[src/shared/tjs_consts.svh]
// constants of the track jump sequencer: codes, counts and reset values
`ifndef TJS_CONSTS_SVH
`define TJS_CONSTS_SVH

// ==========================================
// timing
`define TJS_CLK_PERIOD_NS 50
`define TJS_KICK_SHORT_US 233
`define TJS_KICK_LONG_US 466
`define TJS_BRAKE_MS 60
`define TJS_CNT_W 21

// ==========================================
// command codes
`define TJS_CMD_SCHEME_PREV 8'hA0
`define TJS_CMD_SCHEME_NEW 8'hA1
`define TJS_CMD_FORCE_OFF 8'h0F
`define TJS_CMD_RELEASE 8'h8F
`define TJS_CMD_HOLD_ON 8'h21
`define TJS_CMD_HOLD_OFF 8'h20
`define TJS_CMD_BRAKE_NONE 8'hF6
`define TJS_CMD_BRAKE_60 8'h7F
`define TJS_CMD_BRAKE_ONLY 8'h8C
`define TJS_CMD_CHECK_256 8'h16
`define TJS_CMD_IN_V1 8'h11
`define TJS_CMD_IN_V2 8'h12
`define TJS_CMD_IN_V3 8'h31
`define TJS_CMD_IN_V4 8'h52
`define TJS_CMD_IN_2 8'h10
`define TJS_CMD_IN_4 8'h13
`define TJS_CMD_IN_16 8'h14
`define TJS_CMD_IN_32 8'h30
`define TJS_CMD_IN_64 8'h15
`define TJS_CMD_IN_128 8'h17
`define TJS_CMD_OUT_V1 8'h19
`define TJS_CMD_OUT_V2 8'h1A
`define TJS_CMD_OUT_V3 8'h39
`define TJS_CMD_OUT_V4 8'h5A
`define TJS_CMD_OUT_2 8'h18
`define TJS_CMD_OUT_4 8'h1B
`define TJS_CMD_OUT_16 8'h1C
`define TJS_CMD_OUT_32 8'h38
`define TJS_CMD_OUT_64 8'h1D
`define TJS_CMD_OUT_128 8'h1F
`define TJS_DIR_BIT 3

// ==========================================
// period lengths in error-sign edges, two edges per track crossing
`define TJS_E_HALF 21'h000001
`define TJS_E_1 21'h000002
`define TJS_E_2 21'h000004
`define TJS_E_7 21'h00000E
`define TJS_E_9 21'h000012
`define TJS_E_14 21'h00001C
`define TJS_E_18 21'h000024
`define TJS_E_28 21'h000038
`define TJS_E_36 21'h000048
`define TJS_E_56 21'h000070
`define TJS_E_72 21'h000090
`define TJS_E_256 21'h000200

// ==========================================
// reset values
`define TJS_RST_SCHEME_NEW 1'b0
`define TJS_RST_FORCE_OFF 1'b0
`define TJS_RST_HOLD_MODE 1'b0
`define TJS_RST_BRAKE_EN 1'b0
`define TJS_RST_CMD 8'h00

`endif

[src/shared/tjs_pkg.sv]
// types of the track jump sequencer
package tjs_pkg;
`include "tjs_consts.svh"

	typedef enum logic [2:0] {
		ST_IDLE = 3'h0,
		ST_ACCEL = 3'h1,
		ST_DECEL = 3'h2,
		ST_CHECK = 3'h3,
		ST_BRAKE = 3'h4
	} tjs_state_t;

	typedef struct packed {
		logic ok;
		logic dir_out;
		logic a_timed;
		logic b_timed;
		logic [`TJS_CNT_W-1:0] a_len;
		logic [`TJS_CNT_W-1:0] b_len;
		logic has_c;
		logic c_tracking_off_out_low;
		logic check;
		logic brake_only;
	} tjs_plan_t;

	typedef struct packed {
		tjs_state_t state;
		tjs_plan_t plan;
		logic [`TJS_CNT_W-1:0] cnt;
		logic timed;
		logic [7:0] cmd;
		logic scheme_new;
		logic force_off;
		logic hold_mode;
		logic brake_en;
		logic tes_prev;
		logic brake_tracking_off_out;
		logic fwd;
		logic rev;
		logic tracking_off_out;
		logic gain;
		logic busy;
	} tjs_regs_t;

endpackage

[src/tjs_sequencer.sv]
// track jump sequencer: command decode, period timing and braking control
//
// Overview of operation
// - jump runs acceleration, deceleration, then braking
// - braking tracking-off follows slip from sign, mirror
// - gain toggle raised during braking
// - hold mode forces tracking-off while hold high
// - tracking-off low only in constant velocity mode
// - force/release tracking-off, only in constant velocity
// - two timing schemes, previous is reset default
// - variant 1: 233 us, 233 us, 60 ms
// - variant 2: half crossing accel, scheme-dependent decel
// - variant 3: as variant 2, no braking
// - variant 4: braking with tracking-off held low
// - two-track jump, new scheme, no braking
// - four-track: 2 crossings, 466 us or 2
// - sixteen-track: 9 crossings, 7 or 9
// - 32/64/128 track crossing counts, then braking
// - 256 check: no pulses, tracking-off high, braking
// - brake command performs braking interval only
// - braking presence selectable, none after reset
// - command register clears when sequence finishes
// - new jump command aborts and restarts at once
`timescale 1ns/1ps
`include "tjs_consts.svh"

module tjs_sequencer #(
	parameter int T233_CYC = (`TJS_KICK_SHORT_US * 1000) / `TJS_CLK_PERIOD_NS,
	parameter int T466_CYC = (`TJS_KICK_LONG_US * 1000) / `TJS_CLK_PERIOD_NS,
	parameter int BRAKE_CYC = (`TJS_BRAKE_MS * 1000000) / `TJS_CLK_PERIOD_NS
) (
	// clock and reset
	input wire logic clock_i,
	input wire logic reset_i,
	// servo command from the serial port, same clock
	input wire logic [7:0] cmd_i,
	input wire logic cmd_valid_i,
	// disc motor state, same clock
	input wire logic constant_linear_velocity_mode_i,
	// tracking pins, asynchronous
	input wire logic track_error_sign_in_i,
	input wire logic mirror_detect_in_i,
	input wire logic hold_period_in_i,
	// actuator and servo outputs
	output logic jump_actuator_out_fwd_o,
	output logic jump_actuator_out_rev_o,
	output logic tracking_off_out_o,
	output logic gain_toggle_out_o,
	// status
	output logic busy_o,
	output logic [7:0] servo_cmd_o,
	output logic scheme_new_o,
	output logic brake_en_o
);

	// ==========================================
	// constants and state

	localparam logic [`TJS_CNT_W-1:0] T233 = T233_CYC[`TJS_CNT_W-1:0];
	localparam logic [`TJS_CNT_W-1:0] T466 = T466_CYC[`TJS_CNT_W-1:0];
	localparam logic [`TJS_CNT_W-1:0] TBRK = BRAKE_CYC[`TJS_CNT_W-1:0];
	localparam logic [`TJS_CNT_W-1:0] CNT_ONE = `TJS_CNT_W'(1);

	tjs_pkg::tjs_regs_t q;
	tjs_pkg::tjs_regs_t d;
	tjs_pkg::tjs_plan_t plan;
	logic [2:0] pins_s;
	logic tes_s;
	logic hfl_s;
	logic hold_s;
	logic tes_edge;
	logic tick;
	logic last;

	// ==========================================
	// pin synchronisers

	tjs_sync #(
		.W(3)
	) u_sync (
		.clock_i(clock_i),
		.reset_i(reset_i),
		.pin_i({track_error_sign_in_i, mirror_detect_in_i, hold_period_in_i}),
		.sync_o(pins_s)
	);

	assign tes_s = pins_s[2];
	assign hfl_s = pins_s[1];
	assign hold_s = pins_s[0];

	// ==========================================
	// command decode into a jump plan

	function automatic tjs_pkg::tjs_plan_t decode(
		input logic [7:0] c,
		input logic sn,
		input logic be
	);
		tjs_pkg::tjs_plan_t p;
		p = '0;
		p.ok = 1'b1;
		p.dir_out = c[`TJS_DIR_BIT];
		p.has_c = be;
		p.a_len = `TJS_E_HALF;
		p.b_len = sn ? `TJS_E_HALF : T233;
		p.b_timed = !sn;
		unique case (c)
			`TJS_CMD_IN_V1, `TJS_CMD_OUT_V1:
			begin
				p.a_timed = 1'b1;
				p.a_len = T233;
				p.b_timed = 1'b1;
				p.b_len = T233;
			end
			`TJS_CMD_IN_V2, `TJS_CMD_OUT_V2:
			begin
				p.a_timed = 1'b0;
			end
			`TJS_CMD_IN_V3, `TJS_CMD_OUT_V3:
			begin
				p.has_c = 1'b0;
			end
			`TJS_CMD_IN_V4, `TJS_CMD_OUT_V4:
			begin
				p.c_tracking_off_out_low = 1'b1;
			end
			`TJS_CMD_IN_2, `TJS_CMD_OUT_2:
			begin
				p.ok = sn;
				p.a_len = `TJS_E_1;
				p.b_timed = 1'b0;
				p.b_len = `TJS_E_1;
				p.has_c = 1'b0;
			end
			`TJS_CMD_IN_4, `TJS_CMD_OUT_4:
			begin
				p.a_len = `TJS_E_2;
				p.b_len = sn ? `TJS_E_2 : T466;
			end
			`TJS_CMD_IN_16, `TJS_CMD_OUT_16:
			begin
				p.a_len = `TJS_E_9;
				p.b_timed = 1'b0;
				p.b_len = sn ? `TJS_E_9 : `TJS_E_7;
			end
			`TJS_CMD_IN_32, `TJS_CMD_OUT_32:
			begin
				p.a_len = `TJS_E_18;
				p.b_timed = 1'b0;
				p.b_len = `TJS_E_14;
			end
			`TJS_CMD_IN_64, `TJS_CMD_OUT_64:
			begin
				p.a_len = `TJS_E_36;
				p.b_timed = 1'b0;
				p.b_len = `TJS_E_28;
			end
			`TJS_CMD_IN_128, `TJS_CMD_OUT_128:
			begin
				p.a_len = `TJS_E_72;
				p.b_timed = 1'b0;
				p.b_len = `TJS_E_56;
			end
			`TJS_CMD_CHECK_256:
			begin
				p.check = 1'b1;
				p.dir_out = 1'b0;
				p.a_len = `TJS_E_256;
			end
			`TJS_CMD_BRAKE_ONLY:
			begin
				p.brake_only = 1'b1;
				p.dir_out = 1'b0;
				p.has_c = 1'b1;
			end
			default:
			begin
				p = '0;
			end
		endcase
		return p;
	endfunction

	// ==========================================
	// sequencing

	always_comb
	begin
		d = q;
		plan = decode(cmd_i, q.scheme_new, q.brake_en);
		tes_edge = tes_s ^ q.tes_prev;
		d.tes_prev = tes_s;
		// timed periods count clocks, crossing periods count sign edges
		tick = q.timed | tes_edge;
		last = tick && (q.cnt == CNT_ONE);
		if (tick && (q.cnt != '0))
		begin
			d.cnt = q.cnt - CNT_ONE;
		end
		// slip direction is taken from the mirror level at each sign edge
		if ((q.state == tjs_pkg::ST_BRAKE) && tes_edge)
		begin
			d.brake_tracking_off_out = hfl_s;
		end
		unique case (q.state)
			tjs_pkg::ST_IDLE:
			begin
				d.cnt = '0;
			end
			tjs_pkg::ST_ACCEL:
			begin
				if (last)
				begin
					d.state = tjs_pkg::ST_DECEL;
					d.cnt = q.plan.b_len;
					d.timed = q.plan.b_timed;
				end
			end
			tjs_pkg::ST_DECEL, tjs_pkg::ST_CHECK:
			begin
				if (last && q.plan.has_c)
				begin
					d.state = tjs_pkg::ST_BRAKE;
					d.cnt = TBRK;
					d.timed = 1'b1;
					d.brake_tracking_off_out = 1'b1;
				end
				else if (last)
				begin
					// without braking the outside servo must catch the track
					d.state = tjs_pkg::ST_IDLE;
					d.cmd = `TJS_RST_CMD;
				end
			end
			tjs_pkg::ST_BRAKE:
			begin
				if (last)
				begin
					d.state = tjs_pkg::ST_IDLE;
					d.cmd = `TJS_RST_CMD;
				end
			end
			default:
			begin
				d.state = tjs_pkg::ST_IDLE;
			end
		endcase
		if (cmd_valid_i)
		begin
			unique case (cmd_i)
				`TJS_CMD_SCHEME_PREV: d.scheme_new = 1'b0;
				`TJS_CMD_SCHEME_NEW: d.scheme_new = 1'b1;
				`TJS_CMD_HOLD_ON: d.hold_mode = 1'b1;
				`TJS_CMD_HOLD_OFF: d.hold_mode = 1'b0;
				`TJS_CMD_BRAKE_NONE: d.brake_en = 1'b0;
				`TJS_CMD_BRAKE_60: d.brake_en = 1'b1;
				`TJS_CMD_FORCE_OFF:
				begin
					if (constant_linear_velocity_mode_i)
					begin
						d.force_off = 1'b1;
					end
				end
				`TJS_CMD_RELEASE:
				begin
					if (constant_linear_velocity_mode_i)
					begin
						d.force_off = 1'b0;
					end
				end
				default:
				begin
					// a jump restarts even over one already running
					if (plan.ok)
					begin
						d.plan = plan;
						d.cmd = cmd_i;
						d.brake_tracking_off_out = 1'b1;
						if (plan.brake_only)
						begin
							d.state = tjs_pkg::ST_BRAKE;
							d.cnt = TBRK;
							d.timed = 1'b1;
						end
						else if (plan.check)
						begin
							d.state = tjs_pkg::ST_CHECK;
							d.cnt = plan.a_len;
							d.timed = 1'b0;
						end
						else
						begin
							d.state = tjs_pkg::ST_ACCEL;
							d.cnt = plan.a_len;
							d.timed = plan.a_timed;
						end
					end
				end
			endcase
		end
		// ==========================================
		// outputs, registered from the next state
		d.fwd = (d.state == tjs_pkg::ST_ACCEL) ? !d.plan.dir_out
			: (d.state == tjs_pkg::ST_DECEL) && d.plan.dir_out;
		d.rev = (d.state == tjs_pkg::ST_ACCEL) ? d.plan.dir_out
			: (d.state == tjs_pkg::ST_DECEL) && !d.plan.dir_out;
		d.gain = (d.state == tjs_pkg::ST_BRAKE);
		d.busy = (d.state != tjs_pkg::ST_IDLE);
		if (!constant_linear_velocity_mode_i)
		begin
			d.tracking_off_out = 1'b1;
		end
		else if (d.force_off)
		begin
			d.tracking_off_out = 1'b1;
		end
		else if (d.hold_mode && hold_s)
		begin
			d.tracking_off_out = 1'b1;
		end
		else if (d.state == tjs_pkg::ST_CHECK)
		begin
			// loop stays open; the controller drives the feed motor
			d.tracking_off_out = 1'b1;
		end
		else if (d.state == tjs_pkg::ST_BRAKE)
		begin
			d.tracking_off_out = d.plan.c_tracking_off_out_low ? 1'b0 : d.brake_tracking_off_out;
		end
		else
		begin
			d.tracking_off_out = 1'b0;
		end
	end

	always_ff @(posedge clock_i or posedge reset_i)
	begin
		if (reset_i)
		begin
			q <= '0;
			q.state <= tjs_pkg::ST_IDLE;
			q.cmd <= `TJS_RST_CMD;
			q.scheme_new <= `TJS_RST_SCHEME_NEW;
			q.force_off <= `TJS_RST_FORCE_OFF;
			q.hold_mode <= `TJS_RST_HOLD_MODE;
			q.brake_en <= `TJS_RST_BRAKE_EN;
			// disc motor is stopped after reset, so tracking is off
			q.tracking_off_out <= 1'b1;
			q.brake_tracking_off_out <= 1'b1;
		end
		else
		begin
			q <= d;
		end
	end

	// ==========================================
	// ports

	assign jump_actuator_out_fwd_o = q.fwd;
	assign jump_actuator_out_rev_o = q.rev;
	assign tracking_off_out_o = q.tracking_off_out;
	assign gain_toggle_out_o = q.gain;
	assign busy_o = q.busy;
	assign servo_cmd_o = q.cmd;
	assign scheme_new_o = q.scheme_new;
	assign brake_en_o = q.brake_en;

endmodule // tjs_sequencer

[src/tjs_sync.sv]
// two flip-flop synchroniser for asynchronous pin inputs
`timescale 1ns/1ps

module tjs_sync #(
	parameter int W = 1
) (
	// clock and reset
	input wire logic clock_i,
	input wire logic reset_i,
	// pins and synchronised copies
	input wire logic [W-1:0] pin_i,
	output logic [W-1:0] sync_o
);

	typedef struct packed {
		logic [W-1:0] s1;
		logic [W-1:0] s2;
	} tjs_sync_regs_t;

	tjs_sync_regs_t q;
	tjs_sync_regs_t d;

	always_comb
	begin
		d = q;
		d.s1 = pin_i;
		d.s2 = q.s1;
	end

	always_ff @(posedge clock_i or posedge reset_i)
	begin
		if (reset_i)
		begin
			q <= '0;
		end
		else
		begin
			q <= d;
		end
	end

	assign sync_o = q.s2;

endmodule // tjs_sync

[config.mk]
export PLATFORM = sky130hd
export DESIGN_NAME = tjs_sequencer
export DESIGN_NICKNAME = d
export VERILOG_FILES = /design/src/shared/tjs_pkg.sv /design/src/tjs_sequencer.sv /design/src/tjs_sync.sv
export VERILOG_INCLUDE_DIRS = /design/src /design/src/shared
export SDC_FILE = /design/constraint.sdc
export NUM_CORES = 1
export LEC_CHECK = 0
export BUFFER_PORTS_ARGS = -buffer_cell sky130_fd_sc_hd__buf_2
export CORE_MARGIN = 3
export CORE_UTILIZATION = 53
export CTS_BUF_LIST = sky130_fd_sc_hd__clkbuf_4
export CTS_CLUSTER_SIZE = 16
export DETAILED_ROUTE_END_ITERATION = 16
export PLACE_DENSITY = 0.81
export SLEW_MARGIN = 40
export SYNTH_ARGS = -nofsm -noshare
export SYNTH_HDL_FRONTEND = slang
export SYNTH_SLANG_ARGS = --single-unit
[constraint.sdc]
create_clock -name clock_i -period 2.26 [get_ports clock_i]
set_input_delay 0.565 -clock clock_i [delete_from_list [all_inputs] [get_ports clock_i]]
set_output_delay 0.565 -clock clock_i [all_outputs]
set_load 0.005 [all_outputs]
==> impl_metrics.tcl <==
set metrics [dict create \
    post-synth-top-count-cell "dfrtp_1" \
    start_kind "register" \
    ys_ff_latch 63 \
    design.die.area_um2 8060 \
    nets 538 \
    num_rows 29 \
    setup_violations 20 \
    port-buffer-count 29 \
    slew_viol_final 0 \
    dpl.hpwl_um 8117 \
    overflow 0 \
    max_cap_violations 0 \
    end_kind "register" \
    grt_max_degree 25 \
    htreeDepth 3 \
    finalInstanceArea_um2 5060 \
    leakage_nw 2.272 \
    fmax_mhz 406.7 \
    r2r_slack_ns -0.20 \
    drt_iter0_drc 379 \
    yosysUniqueCellTypes 63 \
    p_per_area_nw_per_um2 1247 \
    cts.hold.buffers_added 0 \
    cts_made_buffers 9 \
    post-route-min-period_ns 2.459 \
    finalHoldViolCount 0 \
    yosysSeqAreaShare_pct 42.45 \
    tns_ns -1.990 \
    path_cells "or4_4 -> buf_6 -> a2111oi_4 -> nand3_1 -> or3_1 -> a21o_1 -> a21oi_2" \
    areaGrowthSynthToFinish_pct 36.02 \
    ctsRootBufferMaster "clkbuf_4" \
    syn-num-nets 432 \
    core_area_um2 6568 \
    synth_edf_count 0 \
    synth_area_per_cell_um2 8.985 \
    antenna_found_initial 0 \
    slew_headroom_pct 57.69 \
    synth_top_area_share_pct 41.04 \
    netlist_area_um2 3720 \
    cts_tree "yes" \
    routedWlPerCell_um 19.62 \
    worst_pin_slew_ns 0.6323 \
    yosys.area.top_type "dfrtp_1" \
    critPathSlowestCell "or4_4" \
    worstSetupPathType "reg -> reg" \
    clkSinkCount 63 \
    grt_use_total_pct 27.75 \
    arrival_ns 2.81 \
    synthCells 414 \
    routed_via_density 6.351 \
    ant_nets 0 \
    fp.dieW_um 89.78 \
    synth_common_cells "dfrtp_1 (61), nand2_1 (34), nor2_1 (34)" \
    dpl_cell_area_um2 4558 \
    crit_path_max_fanout 4 \
    min_period_over_period_pct 108.8 \
    totalWireLength_um 12120 \
    grt_pass1_wl_um 18320 \
    grt_setup_unrepaired "true" \
    status "finished, violations left" \
    synth-warning-count 0 \
    num_io_pins 30 \
    diodes 0 \
    via_count 3925 \
    clock_skew_ns 0.01967 \
    hold_class "in -> async" \
    start_util_pct 56.64 \
    die_h_um 89.78 \
    clkTransAtPathRegs_ns 0.13 \
    routabilityCongestion 0.9206 \
    synth_top_flop_cell "dfrtp_1" \
    ir_drop_mv 0.6112 \
    cts.path.max_buffers 2 \
    async_flop_share_pct 100.0 \
    insertion_delay_ns 0.43 \
    layout_setup_ws_ns -0.1986 \
    drc_errors 0 \
    violations "setup timing" \
    synth.area.top_cells "dfrtp_1 (41%), xnor2_1 (4.2%), nand2_1 (3.4%)" \
    pre_cts_ws_ns -0.2066 \
    critPathRequiredTime_ns 2.61 \
    grt_pass1_vias 3740 \
    dr.pass1.iters 5 \
    crit_path_max_incr_delay_ns 0.59 \
    drive_gt1_share_pct 38.67 \
]
final timing paths:
path,startpoint,to,depth (start not counted)
worst min-delay path,reset_i,q[31],2
worst max-delay path,q[22],q[40],7
worst max register to register,q[22],q[40],7
min in group clock_i,mirror_detect_in_i,u_sync.d[1],1
worst min register to register,u_sync.d[2],u_sync.sync_o[2],0
max in group asynchronous,reset_i,q[9],3
worst max-delay path, delay by kind of cell, from the launching register on:
| family | cells | cell delay (ns) |
|---|---|---|
| compound gates | 3 | 0.67 |
| buf+inv | 1 | 0.15 |
| flops | 1 | 0.40 |
| simple gates | 3 | 1.17 |
per-stage QoR:
| stage | std cells | hold slack (ns) | util (%) | total power, W |
|---|---|---|---|---|
| floorplan | 414 | 0.3312 | - | 0.003378 |
| global placement | 594 | 0.3329 | 69.40 | 0.004265 |
| detailed placement | 594 | 0.3381 | 69.40 | 0.004406 |
| CTS | 615 | 0.1793 | 73.50 | 0.005634 |
| global route | 618 | 0.1959 | 77.04 | 0.006644 |
| finish | 618 | 0.1850 | 77.04 | 0.006309 |
kinds of logic after synthesis:
family          Yosys count  share of synthesized area (%)
simple gates            180                          26.24
compound gates           99                          18.43
flops                    63                          42.45
buf+inv                  42                          5.180
xor+xnor                 20                          4.709
mux                       7                          1.985
fa+ha+maj                 3                          1.009
area by class of cell:
type	count	area, µm²
Multi-Input combinational cell	309	2206
Fill cell	421	1508
Timing Repair Buffer	125	925.9
Clock buffer	9	67.56
Clock inverter	7	120.1
Tap cell	93	116.4
Inverter	12	45.04
Sequential cell	63	1579
placed cells by master (no fill, tap or decap), drive strengths merged, types with 3 or more instances in the layout:
cell type	n
nor3	19
a211oi	5
or3b	3
bufinv	3
a22oi	3
or4	3
xnor2	18
or2	3
a31oi	10
nor4	5
nand4	15
ha	3
nor2b	8
nor2	34
nand2b	8
nand4b	4
o2111ai	4
mux2i	4
buf	125
inv	13
a21oi	21
nand2	34
clkbuf	9
o211ai	6
o21ai	20
or3	7
nand3	22
a21o	5
a22o	5
mux2	3
o31ai	3
and2	4
dfrtp	61
routing by layer:
layer / share of wire, % / global-route usage, % / wire [µm] / up-vias
li1: - / - / - / 1737
met2: 50 / 46.49 / 6059 / 219
met4: 4.6 / 12.13 / 553 / 0
met5: 0 / 0 / 0 / -
met1: 38 / 34.32 / 4612 / 1905
met3: 7.4 / 6.427 / 897 / 64
flip-flops by register name, indices dropped and copies added, names as in the netlist:
| signal | count |
|---|---|
| q | 42 |
| servo_cmd_o | 8 |
| u_sync.d | 3 |
| u_sync.sync_o | 3 |
| brake_en_o | 1 |
| busy_o | 1 |
| gain_toggle_out_o | 1 |
| jump_actuator_out_fwd_o | 1 |
| jump_actuator_out_rev_o | 1 |
| scheme_new_o | 1 |
| tracking_off_out_o | 1 |
timing repair:
| action | CTS | global route |
|---|---|---|
| buffers inserted | 5 | 4 |
| resized for setup | 12 | 44 |
| gates cloned | 0 | 0 |
| pin swaps | 20 | 23 |
| setup endpoints to repair | 24 | 38 |
report_power, final:
| group | switching [W] | internal [W] |
|---|---|---|
| Combinational | 0.00193 | 0.00167 |
| Clock | 0.000456 | 0.000563 |
| Sequential | 0.000291 | 0.00140 |
Power figures use the tool's default switching activity.
